## src/common/arcc_pkg.sv

```systemverilog
package arcc_pkg;

  // Byte addresses on the APB; the first three are the fixed map
  localparam logic [31:0] ARCC_OFF_AUX_GAIN = 32'hFFFF0530;
  localparam logic [31:0] ARCC_OFF_LIMIT    = 32'hFFFF0534;
  localparam logic [31:0] ARCC_OFF_COUNT    = 32'hFFFF0538;
  localparam logic [31:0] ARCC_OFF_MODE     = 32'hFFFF0600;
  localparam logic [31:0] ARCC_OFF_CONFIG   = 32'hFFFF0604;
  localparam logic [31:0] ARCC_OFF_PCTRL    = 32'hFFFF0608;

  // Reset values
  localparam logic [15:0] ARCC_RST_LIMIT  = 16'h0001;
  localparam logic [15:0] ARCC_RST_COUNT  = 16'h0000;
  localparam logic [15:0] ARCC_RST_GAIN   = 16'h0000;
  localparam logic [2:0]  ARCC_RST_MODE   = 3'h0;
  localparam logic [7:0]  ARCC_RST_CONFIG = 8'h00;
  localparam logic [15:0] ARCC_RST_PCTRL  = 16'h0000;

  // Mode field codes and config bit position
  localparam logic [2:0]  ARCC_MODE_IDLE     = 3'h3;
  localparam logic [2:0]  ARCC_MODE_AUX_GCAL = 3'h6;
  localparam int          ARCC_CFG_CNT_EN    = 0;

  // Events from the conversion engine, same clock
  typedef struct packed {
    logic        conv_done;
    logic        gcal_done;
    logic [15:0] gcal_value;
  } arcc_evt_t;

endpackage

```

## src/verilog/arcc_regs.sv

```systemverilog
// How it works
// - A 16-bit auxiliary gain coefficient register scales auxiliary results.
// - At power-on the gain loads the factory value, not a constant.
// - Auxiliary gain calibration overwrites the gain with the new value.
// - Software gain writes take effect only in idle mode.
// - 16-bit read-write count limit, resets to 0x0001.
// - 16-bit read-only result count, resets to zero, counts conversions.
// - When count reaches the limit it returns to zero and continues.
// - With counting enabled, interrupt fires only when the limit is reached.
// - Writes to primary control or mode registers clear the count.
// - Count stays readable beside the accumulator for averaging.
//
// Register access over APB was left to the implementer.
`timescale 1ns/1ps
module arcc_regs
  import arcc_pkg::*;
(
  input  wire logic        pclk,
  input  wire logic        presetn,
  input  wire logic        psel,
  input  wire logic        penable,
  input  wire logic        pwrite,
  input  wire logic [31:0] paddr,
  input  wire logic [31:0] pwdata,
  input  wire logic [3:0]  pstrb,
  output logic      [31:0] prdata,
  output logic             pready,
  output logic             pslverr,
  input  wire arcc_evt_t   engine_evt,
  input  wire logic [15:0] factory_gain,
  output logic      [15:0] aux_gain,
  output logic      [2:0]  adc_mode,
  output logic      [15:0] primary_ctrl,
  output logic             count_en,
  output logic             adc_irq
);

  ////////////////////////////////////////////////////////////////////////////
  // APB slave: no wait state; read data is registered in the setup phase so it comes from a flop

  logic        pready_r;
  logic        pready_nxt;
  logic        pslverr_r;
  logic        pslverr_nxt;
  logic [31:0] prdata_r;
  logic [31:0] prdata_nxt;
  logic        wr_en;
  logic        addr_hit;
  logic [15:0] gain_r;
  logic [15:0] gain_nxt;
  logic        loaded_r;
  logic        loaded_nxt;
  logic [15:0] limit_r;
  logic [15:0] limit_nxt;
  logic [15:0] cnt_r;
  logic [15:0] cnt_nxt;
  logic [15:0] cnt_inc;
  logic [2:0]  mode_r;
  logic [2:0]  mode_nxt;
  logic [7:0]  cfg_r;
  logic [7:0]  cfg_nxt;
  logic [15:0] pctrl_r;
  logic [15:0] pctrl_nxt;
  logic        irq_r;
  logic        irq_nxt;
  logic        gain_wr;
  logic        clr_wr;
  logic        cnt_on;

  assign wr_en   = psel & penable & pready_r & pwrite;
  assign gain_wr = wr_en & (paddr == ARCC_OFF_AUX_GAIN);
  assign clr_wr  = wr_en & ((paddr == ARCC_OFF_MODE) |
                            (paddr == ARCC_OFF_PCTRL));
  assign cnt_on  = cfg_r[ARCC_CFG_CNT_EN];
  assign cnt_inc = cnt_r + 16'h0001;

  assign addr_hit = (paddr == ARCC_OFF_AUX_GAIN) |
                    (paddr == ARCC_OFF_LIMIT)    |
                    (paddr == ARCC_OFF_COUNT)    |
                    (paddr == ARCC_OFF_MODE)     |
                    (paddr == ARCC_OFF_CONFIG)   |
                    (paddr == ARCC_OFF_PCTRL);

  always_comb begin
    pready_nxt  = psel & ~penable;
    pslverr_nxt = psel & ~penable & ~addr_hit;
    prdata_nxt  = 32'h00000000;
    if (psel && !penable && !pwrite) begin
      case (paddr)
        ARCC_OFF_AUX_GAIN: prdata_nxt = {16'h0000, gain_r};
        ARCC_OFF_LIMIT:    prdata_nxt = {16'h0000, limit_r};
        ARCC_OFF_COUNT:    prdata_nxt = {16'h0000, cnt_r};
        ARCC_OFF_MODE:     prdata_nxt = {29'h0, mode_r};
        ARCC_OFF_CONFIG:   prdata_nxt = {24'h000000, cfg_r};
        ARCC_OFF_PCTRL:    prdata_nxt = {16'h0000, pctrl_r};
        default:           prdata_nxt = 32'h00000000;
      endcase
    end
  end

  always_ff @(posedge pclk or negedge presetn) begin
    if (!presetn) begin
      pready_r  <= 1'b0;
      pslverr_r <= 1'b0;
      prdata_r  <= 32'h00000000;
    end else begin
      pready_r  <= pready_nxt;
      pslverr_r <= pslverr_nxt;
      prdata_r  <= prdata_nxt;
    end
  end

  ////////////////////////////////////////////////////////////////////////////
  // Gain coefficient and configuration registers

  // Factory value is taken at the first edge after reset release, since an
  // async reset may only load a constant
  always_comb begin
    gain_nxt   = gain_r;
    loaded_nxt = 1'b1;
    limit_nxt  = limit_r;
    mode_nxt   = mode_r;
    cfg_nxt    = cfg_r;
    pctrl_nxt  = pctrl_r;
    if (!loaded_r) begin
      gain_nxt = factory_gain;
    end else if (engine_evt.gcal_done && mode_r == ARCC_MODE_AUX_GCAL) begin
      gain_nxt = engine_evt.gcal_value;
    end else if (gain_wr && mode_r == ARCC_MODE_IDLE) begin
      gain_nxt = pwdata[15:0];
    end
    if (wr_en && paddr == ARCC_OFF_LIMIT) begin
      limit_nxt = pwdata[15:0];
    end
    if (wr_en && paddr == ARCC_OFF_MODE) begin
      mode_nxt = pwdata[2:0];
    end
    if (wr_en && paddr == ARCC_OFF_CONFIG) begin
      cfg_nxt = pwdata[7:0];
    end
    if (wr_en && paddr == ARCC_OFF_PCTRL) begin
      pctrl_nxt = pwdata[15:0];
    end
  end

  always_ff @(posedge pclk or negedge presetn) begin
    if (!presetn) begin
      gain_r   <= ARCC_RST_GAIN;
      loaded_r <= 1'b0;
      limit_r  <= ARCC_RST_LIMIT;
      mode_r   <= ARCC_RST_MODE;
      cfg_r    <= ARCC_RST_CONFIG;
      pctrl_r  <= ARCC_RST_PCTRL;
    end else begin
      gain_r   <= gain_nxt;
      loaded_r <= loaded_nxt;
      limit_r  <= limit_nxt;
      mode_r   <= mode_nxt;
      cfg_r    <= cfg_nxt;
      pctrl_r  <= pctrl_nxt;
    end
  end

  ////////////////////////////////////////////////////////////////////////////
  // Result counter and interrupt divider

  // A reconfiguring write wins over a conversion in the same cycle; the
  // interrupt for that conversion is still raised
  always_comb begin
    cnt_nxt = cnt_r;
    irq_nxt = 1'b0;
    if (engine_evt.conv_done) begin
      if (cnt_on) begin
        if (cnt_inc == limit_r) begin
          cnt_nxt = 16'h0000;
          irq_nxt = 1'b1;
        end else begin
          cnt_nxt = cnt_inc;
        end
      end else begin
        irq_nxt = 1'b1;
      end
    end
    if (clr_wr) begin
      cnt_nxt = 16'h0000;
    end
  end

  always_ff @(posedge pclk or negedge presetn) begin
    if (!presetn) begin
      cnt_r <= ARCC_RST_COUNT;
      irq_r <= 1'b0;
    end else begin
      cnt_r <= cnt_nxt;
      irq_r <= irq_nxt;
    end
  end

  assign prdata       = prdata_r;
  assign pready       = pready_r;
  assign pslverr      = pslverr_r;
  assign aux_gain     = gain_r;
  assign adc_mode     = mode_r;
  assign primary_ctrl = pctrl_r;
  assign count_en     = cfg_r[ARCC_CFG_CNT_EN];
  assign adc_irq      = irq_r;

  ////////////////////////////////////////////////////////////////////////////
  // Checks

  a_gain_write: assert property (@(posedge pclk) disable iff (!presetn)
    gain_wr && loaded_r && mode_r == ARCC_MODE_IDLE &&
    !(engine_evt.gcal_done && mode_r == ARCC_MODE_AUX_GCAL)
    |=> aux_gain == $past(pwdata[15:0]))
    else $error("gain write in idle not stored");

  a_factory_load: assert property (@(posedge pclk) disable iff (!presetn)
    !loaded_r |=> aux_gain == $past(factory_gain) ##1 loaded_r)
    else $error("factory gain not loaded after reset");

  a_gain_cal: assert property (@(posedge pclk) disable iff (!presetn)
    loaded_r && engine_evt.gcal_done && mode_r == ARCC_MODE_AUX_GCAL
    |=> aux_gain == $past(engine_evt.gcal_value))
    else $error("calibrated gain not stored");

  a_gain_locked: assert property (@(posedge pclk) disable iff (!presetn)
    loaded_r && gain_wr && mode_r != ARCC_MODE_IDLE &&
    !(engine_evt.gcal_done && mode_r == ARCC_MODE_AUX_GCAL)
    |=> $stable(aux_gain))
    else $error("gain written outside idle mode");

  a_limit_write: assert property (@(posedge pclk) disable iff (!presetn)
    wr_en && paddr == ARCC_OFF_LIMIT |=> limit_r == $past(pwdata[15:0]))
    else $error("limit write lost");

  a_count_step: assert property (@(posedge pclk) disable iff (!presetn)
    engine_evt.conv_done && cnt_on && cnt_inc != limit_r && !clr_wr
    |=> cnt_r == $past(cnt_r) + 16'h0001 && !adc_irq)
    else $error("count did not step");

  a_count_wrap: assert property (@(posedge pclk) disable iff (!presetn)
    engine_evt.conv_done && cnt_on && cnt_inc == limit_r
    |=> cnt_r == 16'h0000 && adc_irq)
    else $error("count did not wrap with interrupt");

  a_irq_cause: assert property (@(posedge pclk) disable iff (!presetn)
    adc_irq |-> $past(engine_evt.conv_done) &&
    (!$past(cnt_on) || $past(cnt_inc) == $past(limit_r)))
    else $error("interrupt without cause");

  a_count_clear: assert property (@(posedge pclk) disable iff (!presetn)
    clr_wr |=> cnt_r == 16'h0000)
    else $error("reconfigure did not clear count");

  a_count_read: assert property (@(posedge pclk) disable iff (!presetn)
    psel && !penable && !pwrite && paddr == ARCC_OFF_COUNT
    |=> pready && prdata == {16'h0000, $past(cnt_r)})
    else $error("count read mismatch");

  a_count_off: assert property (@(posedge pclk) disable iff (!presetn)
    engine_evt.conv_done && !cnt_on && !clr_wr
    |=> adc_irq && $stable(cnt_r))
    else $error("disabled counting misbehaved");

  a_limit_hold: assert property (@(posedge pclk) disable iff (!presetn)
    !(wr_en && paddr == ARCC_OFF_LIMIT) |=> $stable(limit_r))
    else $error("limit changed without a write");

  a_count_ro: assert property (@(posedge pclk) disable iff (!presetn)
    wr_en && paddr == ARCC_OFF_COUNT && !engine_evt.conv_done
    |=> $stable(cnt_r))
    else $error("read-only count was written");

  a_count_idle: assert property (@(posedge pclk) disable iff (!presetn)
    !engine_evt.conv_done && !clr_wr |=> $stable(cnt_r))
    else $error("count moved without a conversion");

  a_gain_hold: assert property (@(posedge pclk) disable iff (!presetn)
    loaded_r && !gain_wr && !engine_evt.gcal_done |=> $stable(aux_gain))
    else $error("gain changed without a cause");

  a_cal_ignored: assert property (@(posedge pclk) disable iff (!presetn)
    loaded_r && engine_evt.gcal_done && mode_r != ARCC_MODE_AUX_GCAL &&
    !gain_wr |=> $stable(aux_gain))
    else $error("calibration taken outside its mode");

  a_mode_write: assert property (@(posedge pclk) disable iff (!presetn)
    wr_en && paddr == ARCC_OFF_MODE |=> adc_mode == $past(pwdata[2:0]))
    else $error("mode write lost");

  a_ready_pulse: assert property (@(posedge pclk) disable iff (!presetn)
    pready |=> !pready)
    else $error("ready held longer than one cycle");

  a_unmapped_rd: assert property (@(posedge pclk) disable iff (!presetn)
    pready && pslverr |-> prdata == 32'h00000000)
    else $error("unmapped access returned data");

endmodule

```

## config.mk

```make
export PLATFORM = sky130hd
export DESIGN_NAME = arcc_regs
export DESIGN_NICKNAME = d
export VERILOG_FILES = /design/src/common/arcc_pkg.sv /design/src/verilog/arcc_regs.sv
export SDC_FILE = /design/constraint.sdc
export NUM_CORES = 1
export LEC_CHECK = 0
export BUFFER_PORTS_ARGS = -buffer_cell sky130_fd_sc_hd__buf_2
export CAP_MARGIN = 10
export CORE_MARGIN = 4
export CORE_UTILIZATION = 55
export DETAILED_ROUTE_END_ITERATION = 8
export GPL_TIMING_DRIVEN = 0
export PLACE_DENSITY = 0.9
export SKIP_CTS_REPAIR_TIMING = 1
export SYNTH_ARGS = -nofsm -noshare
export SYNTH_HDL_FRONTEND = slang
export SYNTH_SLANG_ARGS = --single-unit
```

## constraint.sdc

```tcl
create_clock -name pclk -period 4.49 [get_ports pclk]
set_clock_uncertainty 0.15 [all_clocks]
set_input_delay 1.347 -clock pclk [delete_from_list [all_inputs] [get_ports pclk]]
set_output_delay 1.347 -clock pclk [all_outputs]
set_load 0.005 [all_outputs]
```

Word-level counts from Yosys, hierarchy flattened

Index checks and enable logic that the tools add are counted.
Widths: inputs -> output; s select.

Add/subtract/negate cells: 1
Bitwise operators: 15
Reduce and logical (&&, ||, !) cells: 13
Equal/unequal tests: 10
Muxes and demuxes: 12

Operators with widths:

| operator              | number |
|---|---|
| $eq 32x32->1 const B  | 6 |
| $mux 16               | 7 |
| $pmux 16 s6           | 1 |
| $mux 32               | 1 |
| $add 16x1->16 const B | 1 |
| $eq 16x16->1          | 1 |
| $logic_and 1x1->1     | 8 |
| $and 1x1->1           | 7 |
| $or 1x1->1            | 6 |
| $reduce_bool 2->1     | 2 |
| $eq 3x2->1 const B    | 1 |
| $eq 3x3->1 const B    | 1 |
| $mux 1                | 3 |
| $ne 3x1->1 const B    | 1 |
| $logic_not 1->1       | 2 |
| $not 1->1             | 2 |
| $reduce_and 2->1      | 1 |

Output and inout port bits: 71
Bits in registers: 111
Input port bits: 107
Logic and storage cells: 62

Depth between registers and ports, before layout

Gate-level depths: netlist of the first run.

Word-level depth: 8
Depth in mapped cells: 8

Worst setup path after synthesis of the first run

No wires, ideal clock.

Path kind: input to register
Start: input port paddr[13]
End: register limit_r[10]
Stages: 5
Slack: 0.814 ns
Buffers on the path: 1
Data arrival time: 3.398 ns
Path through: or4_1 or3_4 nor4_4 buf_4 mux2_1

Word-level cells in the longest chain between the ends: 2

RTL lines:

| element              | line             | source |
|---|---|---|
| from (decl)          | arcc_regs.sv:23  | `input wire logic [31:0] paddr,` |
| $eq 32x32->1         | arcc_regs.sv:132 | `if (wr_en && paddr == ARCC_OFF_LIMIT) begin` |
| $logic_and 1x1->1    | arcc_regs.sv:132 |  |
| to (signal assigned) | arcc_regs.sv:157 | `limit_r <= limit_nxt;` |
| to (decl)            | arcc_regs.sv:53  | `logic [15:0] limit_r;` |

No other way between the ends.
A chain may end at the register's enable or synchronous reset.

Worst setup path in the final report of the first run

Start: input port paddr[13]
End: register mode_r[0], in the netlist adc_mode[0]

Word-level cells in the longest chain between the ends: 2

RTL lines:

| element              | line             | source |
|---|---|---|
| $eq 32x32->1         | arcc_regs.sv:135 | `if (wr_en && paddr == ARCC_OFF_MODE) begin` |
| $logic_and 1x1->1    | arcc_regs.sv:135 |  |
| to (signal assigned) | arcc_regs.sv:158 | `mode_r <= mode_nxt;` |
| to (decl)            | arcc_regs.sv:58  | `logic [2:0] mode_r;` |

No other way between the ends.

==> impl_metrics.sql, run 1 <==
INSERT INTO impl_metrics (metric_group, metric, value, unit) VALUES
('status', 'outcome', 'completed', ''),
('grt', 'grt.total_usage', '0.2709', ''),
('timing', 'timing.final.setup_violations', '0', ''),
('placement', 'portBuffers', '141', ''),
('cells_and_area', 'layout.cell_area.non_filler', '6543', 'µm²'),
('placement', 'placed_area', '6332', 'µm²'),
('floorplan', 'area_of_the_placeable_core', '9371', 'µm²'),
('yosys', 'synthesis.instances', '501', ''),
('clock_network', 'htreeDepth', '3', ''),
('timing', 'tightestPinTransition', '1.128', 'ns'),
('flow_run', 'timing.max_cap.violations', '0', ''),
('yosys', 'async_flop_share', '1.000', ''),
('yosys', 'synth_cell_type_count', '61', ''),
('critical_path', 'critPathLaunchType', 'input port', ''),
('grt', 'groute.layer.met3.usage', '0.04094', ''),
('yosys', 'synth.yosys.warnings', '0', ''),
('clock_network', 'clk-insertion-delay-late', '0.37', 'ns'),
('floorplan', 'top_level_i_o_count', '178', ''),
('critical_path', 'worst-endpoint-arrival', '4.00', 'ns'),
('cells_and_area', 'drive_gt1_frac', '0.3531', ''),
('cells_and_area', 'final_net_count', '777', ''),
('cells_and_area', 'area_delta_synth_final', '21.63', '%'),
('placement', 'place_worst_setup_slack', '0.2719', 'ns'),
('hold_path', 'holdPathStages', '1', ''),
('placement', 'detailed_place_hpwl', '11.82', 'mm'),
('yosys', 'post_synth.cell_area_avg', '10.74', 'µm²'),
('grt', 'global_route.usage.met2', '0.4568', ''),
('timing', 'timing.max_slew.rel_slack', '0.2425', ''),
('floorplan', 'die_outline_area', '11430', 'µm²'),
('drt', 'wl_per_cell', '18.96', 'µm'),
('clock_network', 'cts-root-to-sink-buffers', '2', ''),
('critical_path', 'slowest_stage', 'or4_1', ''),
('floorplan', 'rows', '35', ''),
('hold_path', 'holdCritPathClass', 'register to register', ''),
('drt', 'postRouteWirelength', '15.22', 'mm'),
('clock_network', 'clkTransAtPathRegs', '0.10', 'ns'),
('yosys', 'synth_sequential_area_ratio', '0.4422', ''),
('clock_network', 'tritoncts.num_buffers', '9', ''),
('critical_path', 'critical_path_required', '4.59', 'ns'),
('critical_path', 'timing.critical_path.to_type', 'register', ''),
('power_and_ir_drop', 'cellPowerDensity', '295.4', 'nW/µm²'),
('critical_path', 'path_depth', '7', ''),
('timing', 'post-route-min-period', '3.901', 'ns'),
('timing', 'timing.final.ws_setup', '0.5887', 'ns'),
('drt', 'drc', '0', ''),
('cells_and_area', 'fill_cells', '730', ''),
('grt', 'grt_first_pass_wirelength', '24.23', 'mm'),
('cells_and_area', 'final_common_cell', 'buf_2', ''),
('yosys', 'synth_flop_cell', 'dfrtp_1', ''),
('clock_network', 'clock_tree.root_cell', 'clkbuf_8', ''),
('critical_path', 'critical_path.cell_chain', 'buf_2 -> or4_1 -> nor3_4 -> inv_2 -> nor4_4 -> and2b_1 -> mux2_1', ''),
('hold_path', 'worst_hold_path.endpoint', 'cfg_r[7]', ''),
('critical_path', 'critical-path-max-stage-delay', '0.61', 'ns'),
('floorplan', 'die_width', '106.9', 'µm'),
('critical_path', 'worst-path-max-fanout', '10', ''),
('drt', 'ant_nets', '0', ''),
('placement', 'gp_weighted_congestion', '0.8732', ''),
('grt', 'grt_most_used_layer', 'met2', ''),
('timing', 'setup_tns', '0', 'ns'),
('grt', 'gr-usage-met1', '0.3528', ''),
('floorplan', 'floorplan.die.height', '106.9', 'µm'),
('drt', 'drtIter0Drc', '290', ''),
('timing', 'grt_setup_unrepaired', 'no', ''),
('critical_path', 'worstReg2RegStart', 'cnt_r[0]', ''),
('critical_path', 'ff2ff_path_depth', '8', ''),
('critical_path', 'critical_path.top_delay_family', 'simple AND/OR/NAND/NOR gates', ''),
('critical_path', 'timing_worst_setup_path_type', 'input port to register', ''),
('power_and_ir_drop', 'ir_drop', '201.7', 'µV'),
('drt', 'dr_total_vias', '4631', ''),
('cells_and_area', 'antenna_cell_count', '0', ''),
('critical_path', 'timing.critical_path.buf_inv', '2', '');
==> stage by stage <==
step / power [mW] / utilization / instances / hold WS (ns)
CTS: 1.934 / 0.6981 / 803 / 0.3699
finish: 1.933 / 0.6981 / 803 / 0.3717
floorplan: 1.181 / - / 516 / 0.3088
global placement: 1.313 / 0.6725 / 786 / 0.3211
global route: 2.009 / 0.6981 / 803 / 0.3778
detailed placement: 1.336 / 0.6757 / 787 / 0.3471
==> state kept, by name, indices dropped and copies added, names as in the netlist <==
name	count
aux_gain	16
cnt_r	16
limit_r	16
prdata	16
primary_ctrl	16
cfg_r	8
adc_mode	3
adc_irq	1
loaded_r	1
pready	1
pslverr	1
==> cells in the mapped netlist, types with 15 or more instances <==
master	instances	area (µm²)
mux2_1	24	270.3
a211oi_1	15	112.6
buf_4	18	135.1
dfrtp_1	94	2352
xnor2_1	28	245.2
nand2_1	24	90.09
a21oi_1	17	85.08
nor2_1	43	161.4
o21ai_0	17	85.08
mux2i_1	30	300.3
clkbuf_1	19	71.32
mux2_2	34	382.9
==> where the power goes <==
group	switching, mW	leakage [nW]	internal (mW)	total [mW]
Sequential	0.0472	1.27	0.896	0.943
Combinational	0.209	1.89	0.173	0.382
Clock	0.337	0.104	0.270	0.607
Total	0.593	3.26	1.34	1.93
==> worst reg2reg max path, stage by stage, from the launching register on <==
cell      delay, ns
dfrtp_1        0.55
ha_1           0.29
nand3_2        0.23
nor4_2         0.37
xnor2_1        0.10
or4_1          0.57
nor3_4         0.41
buf_6          0.20
a211oi_1       0.08
==> worst max-delay path by stage <==
stage,end,from,slack (ns)
finish,adc_mode[0],paddr[13],0.59
global route,adc_mode[0],paddr[13],0.50
CTS,adc_mode[0],paddr[13],0.63
detailed placement,adc_mode[0],paddr[13],0.27
global placement,adc_mode[0],paddr[13],0.34
floorplan,limit_r[10],paddr[13],0.81
==> layer usage <==
| metal | vias up | wire [µm] |
|---|---|---|
| li1 | 2122 | - |
| met1 | 2263 | 6285 |
| met2 | 206 | 7584 |
| met3 | 40 | 920 |
| met4 | 0 | 432 |
| met5 | - | 0 |
==> cell families (layout without fill, tap and decap cells) <==
logic type	count (synthesis)	count (layout)	synth area share
flip-flops	95	95	0.4422
XOR/XNOR	38	38	0.06188
buffers and inverters	55	213	0.05559
multiplexers	88	88	0.1773
AO/OA/AOI/OAI	84	84	0.1063
adder cells (fa/ha/maj)	1	1	0.002326
other	2	17	0.001396
AND/OR/NAND/NOR	138	138	0.1531
==> area by class of cell <==
type                            instances  area (µm²)  share of cell area
Multi-Input combinational cell        366        2758              0.4215
Sequential cell                        95        2379              0.3635
Timing Repair Buffer                  142       735.7              0.1124
Buffer                                 49       276.5             0.04226
Tap cell                              129       161.4             0.02467
Clock buffer                            9       123.9             0.01893
Clock inverter                          7       86.33             0.01320
Inverter                                6       22.52            0.003442
(Power assumes the default switching activity.)
==> run 2, diff against run 1 <==
- RECOVER_POWER: default -> 50
==> run 2 against run 1 <==
The run now ends with max-capacitance violations, max-slew violations left. Largest power group unchanged. Final area shrank 0.33%. Hold slack is essentially flat. Core utilization shrank 0.23 points. Maximum frequency grew 0.31%. Critical path type unchanged. Highest routed layer unchanged. Setup slack gained 0.012 ns. Global-route usage is the same. Register-to-register slack lost 0.02 ns. Final cell count is the same. Critical path depth is the same. Sequential share of layout area grew 0.12 points. Sequential power is essentially flat.
==> impl_metrics.sql, run 2 (synthesis results as in run 1) <==
INSERT INTO impl_metrics (metric_group, metric, value, unit) VALUES
('status', 'outcome', 'complete, but fails checks', ''),
('status', 'violations', 'max-capacitance violations, max-slew violations', ''),
('critical_path', 'critPathLaunchType', 'input port', ''),
('power_and_ir_drop', 'p_leak', '3.197', 'nW'),
('timing', 'finalHoldViolations', '0', ''),
('timing', 'timing.max_slew.rel_slack', '-0.6524', ''),
('floorplan', 'top_level_i_o_count', '178', ''),
('floorplan', 'die_width', '106.9', 'µm'),
('drt', 'drtIter0Drc', '332', ''),
('timing', 'timing.final.setup_violations', '0', ''),
('clock_network', 'tritoncts', 'done', ''),
('clock_network', 'clk-insertion-delay-late', '0.37', 'ns'),
('critical_path', 'critical_path.cell_chain', 'buf_2 -> or4_1 -> nor3_4 -> inv_2 -> nor4_4 -> and2b_1 -> mux2_1', ''),
('cells_and_area', 'seqCellArea', '2379', 'µm²'),
('clock_network', 'htreeDepth', '3', ''),
('floorplan', 'die_outline_area', '11430', 'µm²'),
('placement', 'detailed_place_hpwl', '11.82', 'mm'),
('critical_path', 'critical_path_required', '4.59', 'ns'),
('grt', 'overflow', '0', ''),
('cells_and_area', 'layout.cell_area.non_filler', '6521', 'µm²'),
('drt', 'ant_nets', '0', ''),
('drt', 'drc', '0', ''),
('timing', 'tightestPinTransition', '2.479', 'ns'),
('drt', 'wl_per_cell', '19.02', 'µm'),
('timing', 'post-route-min-period', '3.889', 'ns'),
('timing', 'layout_worst_path_cycle_share', '0.8662', ''),
('placement', 'placed_area', '6332', 'µm²'),
('critical_path', 'worstReg2RegStart', 'cnt_r[0]', ''),
('power_and_ir_drop', 'cellPowerDensity', '296.9', 'nW/µm²'),
('drt', 'met3RoutedLength', '999', 'µm'),
('clock_network', 'clock_tree.root_cell', 'clkbuf_8', ''),
('cells_and_area', 'final_net_count', '777', ''),
('floorplan', 'area_of_the_placeable_core', '9371', 'µm²'),
('drt', 'routedLengthMet1', '6.225', 'mm'),
('placement', 'gp_weighted_congestion', '0.8732', ''),
('clock_network', 'clkTransAtPathRegs', '0.10', 'ns'),
('cells_and_area', 'area_delta_synth_final', '21.24', '%'),
('drt', 'dr_total_vias', '4656', ''),
('drt', 'routed-wl-met2', '7.623', 'mm'),
('hold_path', 'holdCritPathClass', 'register to register', ''),
('clock_network', 'cts_sinks', '95', ''),
('drt', 'postRouteWirelength', '15.28', 'mm'),
('critical_path', 'timing_worst_setup_path_type', 'input port to register', ''),
('hold_path', 'holdPathStages', '1', ''),
('critical_path', 'timing.critical_path.to_type', 'register', ''),
('grt', 'grt.total_usage', '0.2709', ''),
('drt', 'highest_metal_layer_with_signal_wires', 'met4', ''),
('critical_path', 'worst-path-max-fanout', '10', ''),
('hold_path', 'worstHoldStart', 'cfg_r[7]', ''),
('floorplan', 'rows', '35', ''),
('clock_network', 'cts-root-to-sink-buffers', '2', ''),
('drt', 'drtPass1Iterations', '5', ''),
('cells_and_area', 'multiInputGateArea', '2758', 'µm²'),
('power_and_ir_drop', 'ir_drop', '203.3', 'µV'),
('cells_and_area', 'most_frequent_cells_in_the_layout', 'buf_2, dfrtp_1, nor2_1', ''),
('grt', 'grt_start_max_net_pins', '53', ''),
('timing', 'setup_tns', '0', 'ns'),
('hold_path', 'worst_hold_path.endpoint', 'cfg_r[7]', ''),
('critical_path', 'regToRegSetupSlack', '1.42', 'ns'),
('critical_path', 'worst-endpoint-arrival', '3.99', 'ns'),
('critical_path', 'critical_path.reg2reg.endpoint', 'cnt_r[5]', ''),
('timing', 'timing.fmax', '257.1', 'MHz'),
('drt', 'routed_via_density', '5.798', ''),
('cells_and_area', 'fill_cells', '739', ''),
('floorplan', 'floorplan.die.height', '106.9', 'µm'),
('clock_network', 'tritoncts.num_buffers', '9', ''),
('grt', 'grt_first_pass_wirelength', '24.23', 'mm'),
('critical_path', 'critical-path-max-stage-delay', '0.61', 'ns'),
('cells_and_area', 'drive_gt1_frac', '0.3309', ''),
('flow_run', 'timing.max_cap.violations', '1', ''),
('critical_path', 'slowest_stage', 'or4_1', ''),
('timing', 'maxSlewViolCount', '44', ''),
('grt', 'number_of_antenna_violations_at_the_first_check_in_global_routing', '0', ''),
('grt', 'first_global_vias', '4785', ''),
('placement', 'portBuffers', '141', ''),
('timing', 'grt_setup_unrepaired', 'no', ''),
('floorplan', 'start_util', '0.5740', ''),
('cells_and_area', 'final_common_cell', 'buf_2', ''),
('cells_and_area', 'antenna_cell_count', '0', ''),
('critical_path', 'ff2ff_path_depth', '8', '');
run 2: cell types whose count changed in the layout (fill, tap and decap cells not counted), sizes merged:
| cell | before | now |
|---|---|---|
| clkbuf | 29 | 44 |
| buf | 171 | 156 |
run 2: worst max path at each step:
stage / startpoint / endpoint / slack, ns / cells after the start
after floorplan: paddr[13] / limit_r[10] / 0.81 / 5
after global placement: paddr[13] / adc_mode[0] / 0.34 / 7
after detailed placement: paddr[13] / adc_mode[0] / 0.27 / 7
after CTS: paddr[13] / adc_mode[0] / 0.63 / 7
after global routing: paddr[13] / adc_mode[0] / 0.50 / 7
final: paddr[13] / adc_mode[0] / 0.60 / 7
run 2: cell type report:
class / instances / area share
Buffer: 49 / 0.04240
Clock inverter: 7 / 0.01324
Clock buffer: 9 / 0.01899
Inverter: 6 / 0.003454
Sequential cell: 95 / 0.3647
Multi-Input combinational cell: 366 / 0.4229
Timing Repair Buffer: 142 / 0.1096
Tap cell: 129 / 0.02475
run 2: where the power goes:
part           switching (mW)  leakage, nW  internal [mW]
Combinational           0.209         1.83          0.173
Clock                   0.341        0.104          0.271
Sequential             0.0478         1.27          0.896
Total                   0.597         3.20           1.34
run 2: layer usage:
metal / vias to the layer above / global-route usage
li1: 2122 / -
met1: 2265 / 0.3528
met2: 230 / 0.4568
met3: 39 / 0.04094
met4: 0 / 0.1050
met5: - / 0
run 2: critical path, delay by kind of cell:
family        cells  cell delay (ns)
mux               1             0.35
buf+inv           2             0.26
simple gates      4             2.03
run 2: per-stage QoR:
stage	instances	hold slack, ns	setup slack (ns)	power (mW)	util
floorplan	516	0.3088	0.8140	1.181	-
global placement	786	0.3211	0.3367	1.313	0.6725
detailed placement	787	0.3471	0.2719	1.336	0.6757
CTS	803	0.3699	0.6315	1.934	0.6981
global route	803	0.3778	0.5035	2.009	0.6959
finish	803	0.3718	0.6007	1.936	0.6959
==> run 3, diff against run 2 <==
- CTS_BUF_LIST: default -> sky130_fd_sc_hd__clkbuf_4 sky130_fd_sc_hd__clkbuf_8
- PLACE_DENSITY: 0.9 -> default
- PLACE_DENSITY_LB_ADDON: default -> 0.1
==> run 3 against run 2 <==
The run still ends with max-capacitance violations, max-slew violations left. Combinational power shrank 2%. Non-clock buffer count did not move. Sequential share of layout area is essentially flat. Total power decreased by 1.3%. Die area unchanged. Hold slack got worse by 0.0052 ns. Count of clock-buffer cells in the layout unchanged. Core utilization about the same. Critical path type unchanged. Largest power group unchanged. Highest routed layer unchanged.
==> impl_metrics.sql, run 3 (synthesis results as in run 1) <==
INSERT INTO impl_metrics (metric_group, metric, value, unit) VALUES
('grt', 'grt_start_max_net_pins', '67', ''),
('cells_and_area', 'finish.cell_count_without_fillers', '803', ''),
('timing', 'tightestPinTransition', '1.622', 'ns'),
('clock_network', 'cts-root-to-sink-buffers', '2', ''),
('clock_network', 'clk-insertion-delay-late', '0.37', 'ns'),
('timing', 'post-route-min-period', '3.888', 'ns'),
('flow_run', 'timing.max_cap.violations', '1', ''),
('grt', 'number_of_antenna_violations_at_the_first_check_in_global_routing', '0', ''),
('placement', 'gp_weighted_congestion', '0.9279', ''),
('power_and_ir_drop', 'seq_power_share', '0.493', ''),
('cells_and_area', 'most_frequent_cells_in_the_layout', 'buf_2, dfrtp_1, nor2_1', ''),
('critical_path', 'worst-endpoint-arrival', '3.99', 'ns'),
('timing', 'timing.final.setup_violations', '0', ''),
('placement', 'post-place-cells', '787', ''),
('critical_path', 'timing.critical_path.to_type', 'register', ''),
('critical_path', 'critPathLaunchType', 'input port', ''),
('power_and_ir_drop', 'p_leak', '3.205', 'nW'),
('clock_network', 'clkTransAtPathRegs', '0.10', 'ns'),
('drt', 'drtIter0Drc', '398', ''),
('power_and_ir_drop', 'cell_internal_pwr', '1.337', 'mW'),
('clock_network', 'htreeDepth', '3', ''),
('floorplan', 'start_util', '0.5740', ''),
('timing', 'finalHoldViolations', '0', ''),
('power_and_ir_drop', 'ir_drop', '192.8', 'µV'),
('timing', 'grt_setup_unrepaired', 'no', ''),
('floorplan', 'floorplan.die.height', '106.9', 'µm'),
('floorplan', 'top_level_i_o_count', '178', ''),
('timing', 'timing.max_slew.rel_slack', '-0.08108', ''),
('clock_network', 'tritoncts', 'done', ''),
('cells_and_area', 'final_net_count', '777', ''),
('drt', 'dr_total_vias', '4533', ''),
('critical_path', 'worst_setup_path_startpoint', 'paddr[13]', ''),
('placement', 'detailed_place_hpwl', '11.20', 'mm'),
('critical_path', 'worstSetupEndpoint', 'adc_mode[1]', ''),
('grt', 'first_global_vias', '4491', ''),
('cells_and_area', 'fill_cells', '790', ''),
('cells_and_area', 'area_delta_synth_final', '21.28', '%'),
('critical_path', 'worst-path-max-fanout', '10', ''),
('placement', 'place_worst_setup_slack', '0.2765', 'ns'),
('grt', 'grt_first_pass_wirelength', '22.98', 'mm'),
('critical_path', 'critical_path.reg2reg.endpoint', 'cnt_r[9]', ''),
('drt', 'wl_per_cell', '17.45', 'µm'),
('drt', 'routed_via_density', '5.645', ''),
('critical_path', 'regToRegSetupSlack', '1.35', 'ns'),
('power_and_ir_drop', 'p_sw', '572.8', 'µW'),
('grt', 'overflow', '0', ''),
('hold_path', 'holdCritPathClass', 'register to register', ''),
('timing', 'timing.final.ws_setup', '0.6016', 'ns'),
('critical_path', 'ff2ff_path_depth', '8', ''),
('timing', 'setup_tns', '0', 'ns'),
('critical_path', 'worstReg2RegStart', 'cnt_r[0]', ''),
('clock_network', 'cts_sinks', '95', ''),
('floorplan', 'die_width', '106.9', 'µm'),
('drt', 'ant_nets', '0', ''),
('timing', 'layout_worst_path_cycle_share', '0.8660', ''),
('placement', 'placed_area', '6332', 'µm²'),
('grt', 'grt.total_usage', '0.2531', ''),
('floorplan', 'rows', '35', ''),
('power_and_ir_drop', 'cellPowerDensity', '292.8', 'nW/µm²'),
('drt', 'drtPass1Iterations', '6', ''),
('floorplan', 'die_outline_area', '11430', 'µm²'),
('drt', 'postRouteWirelength', '14.02', 'mm'),
('clock_network', 'tritoncts.num_buffers', '9', ''),
('power_and_ir_drop', 'p_sw_frac', '0.2999', ''),
('cells_and_area', 'multiInputGateArea', '2758', 'µm²'),
('clock_network', 'clock_tree.root_cell', 'clkbuf_8', ''),
('critical_path', 'timing_worst_setup_path_type', 'input port to register', ''),
('critical_path', 'critical_path_required', '4.59', 'ns'),
('timing', 'timing.fmax', '257.2', 'MHz'),
('drt', 'drc', '0', ''),
('power_and_ir_drop', 'p_comb_frac', '0.196', ''),
('timing', 'final.hold.worst_slack', '0.3667', 'ns'),
('power_and_ir_drop', 'power.clock.fraction', '0.311', ''),
('cells_and_area', 'antenna_cell_count', '0', ''),
('status', 'violations', 'max-capacitance violations, max-slew violations', ''),
('cells_and_area', 'layout.cell_area.non_filler', '6524', 'µm²'),
('cells_and_area', 'drive_gt1_frac', '0.3338', ''),
('status', 'outcome', 'complete, but fails checks', ''),
('placement', 'portBuffers', '141', ''),
('cells_and_area', 'final_common_cell', 'buf_2', ''),
('cells_and_area', 'seqCellArea', '2379', 'µm²'),
('timing', 'maxSlewViolCount', '30', ''),
('floorplan', 'area_of_the_placeable_core', '9371', 'µm²');
==> run 3: cell types whose count changed in the layout (fill, tap and decap cells not counted), sizes merged <==
cell and change:
clkbuf -3, buf +3, inv -1, clkinv +1
==> run 3: critical path, cell delays in order <==
cell and delay, ns:
buf_2 0.09, or4_1 0.61, nor3_4 0.47, inv_2 0.16, nor4_4 0.62, and2b_1 0.33, mux2_1 0.36
==> run 3: cell type report <==
cell class,instances,area share
multi-input combinational,366,0.4227
tap,129,0.02474
inverter,6,0.003452
sequential,95,0.3646
timing repair buffer,142,0.1099
buffer,49,0.04239
clock inverter,7,0.01323
clock buffer,9,0.01899
==> run 3: layer usage <==
metal	track usage	vias up	wire (µm)
met5	0	-	0
met4	0.05297	0	155
met3	0.03191	17	966
met2	0.4114	187	6650
met1	0.3662	2202	6245
li1	-	2127	-
==> run 3: power groups by stage <==
| stage | Combinational, mW | Clock [mW] | Sequential (mW) |
|---|---|---|---|
| final | 0.374 | 0.594 | 0.942 |
| after global routing | 0.415 | 0.645 | 0.947 |
| after CTS | 0.375 | 0.605 | 0.941 |
| after detailed placement | 0.374 | 0 | 0.957 |
| after global placement | 0.361 | 0 | 0.956 |
| after floorplan | 0.238 | 0 | 0.943 |
==> run 3: how the worst min path moves through the flow <==
| stage | startpoint | to | slack [ns] | cells after the start |
|---|---|---|---|---|
| floorplan | cfg_r[5] | cfg_r[5] | 0.31 | 1 |
| global placement | cfg_r[5] | cfg_r[5] | 0.33 | 1 |
| detailed placement | cfg_r[1] | cfg_r[1] | 0.35 | 1 |
| CTS | cfg_r[7] | cfg_r[7] | 0.37 | 1 |
| global route | cfg_r[5] | cfg_r[5] | 0.40 | 1 |
| finish | cfg_r[7] | cfg_r[7] | 0.37 | 1 |
==> run 3: per-stage QoR <==
step	utilization	power (mW)
3_5_place_dp	0.6757	1.332
2_1_floorplan	-	1.181
4_1_cts	0.6981	1.921
3_3_place_gp	0.6725	1.317
6_report	0.6961	1.910
5_1_grt	0.6961	2.007
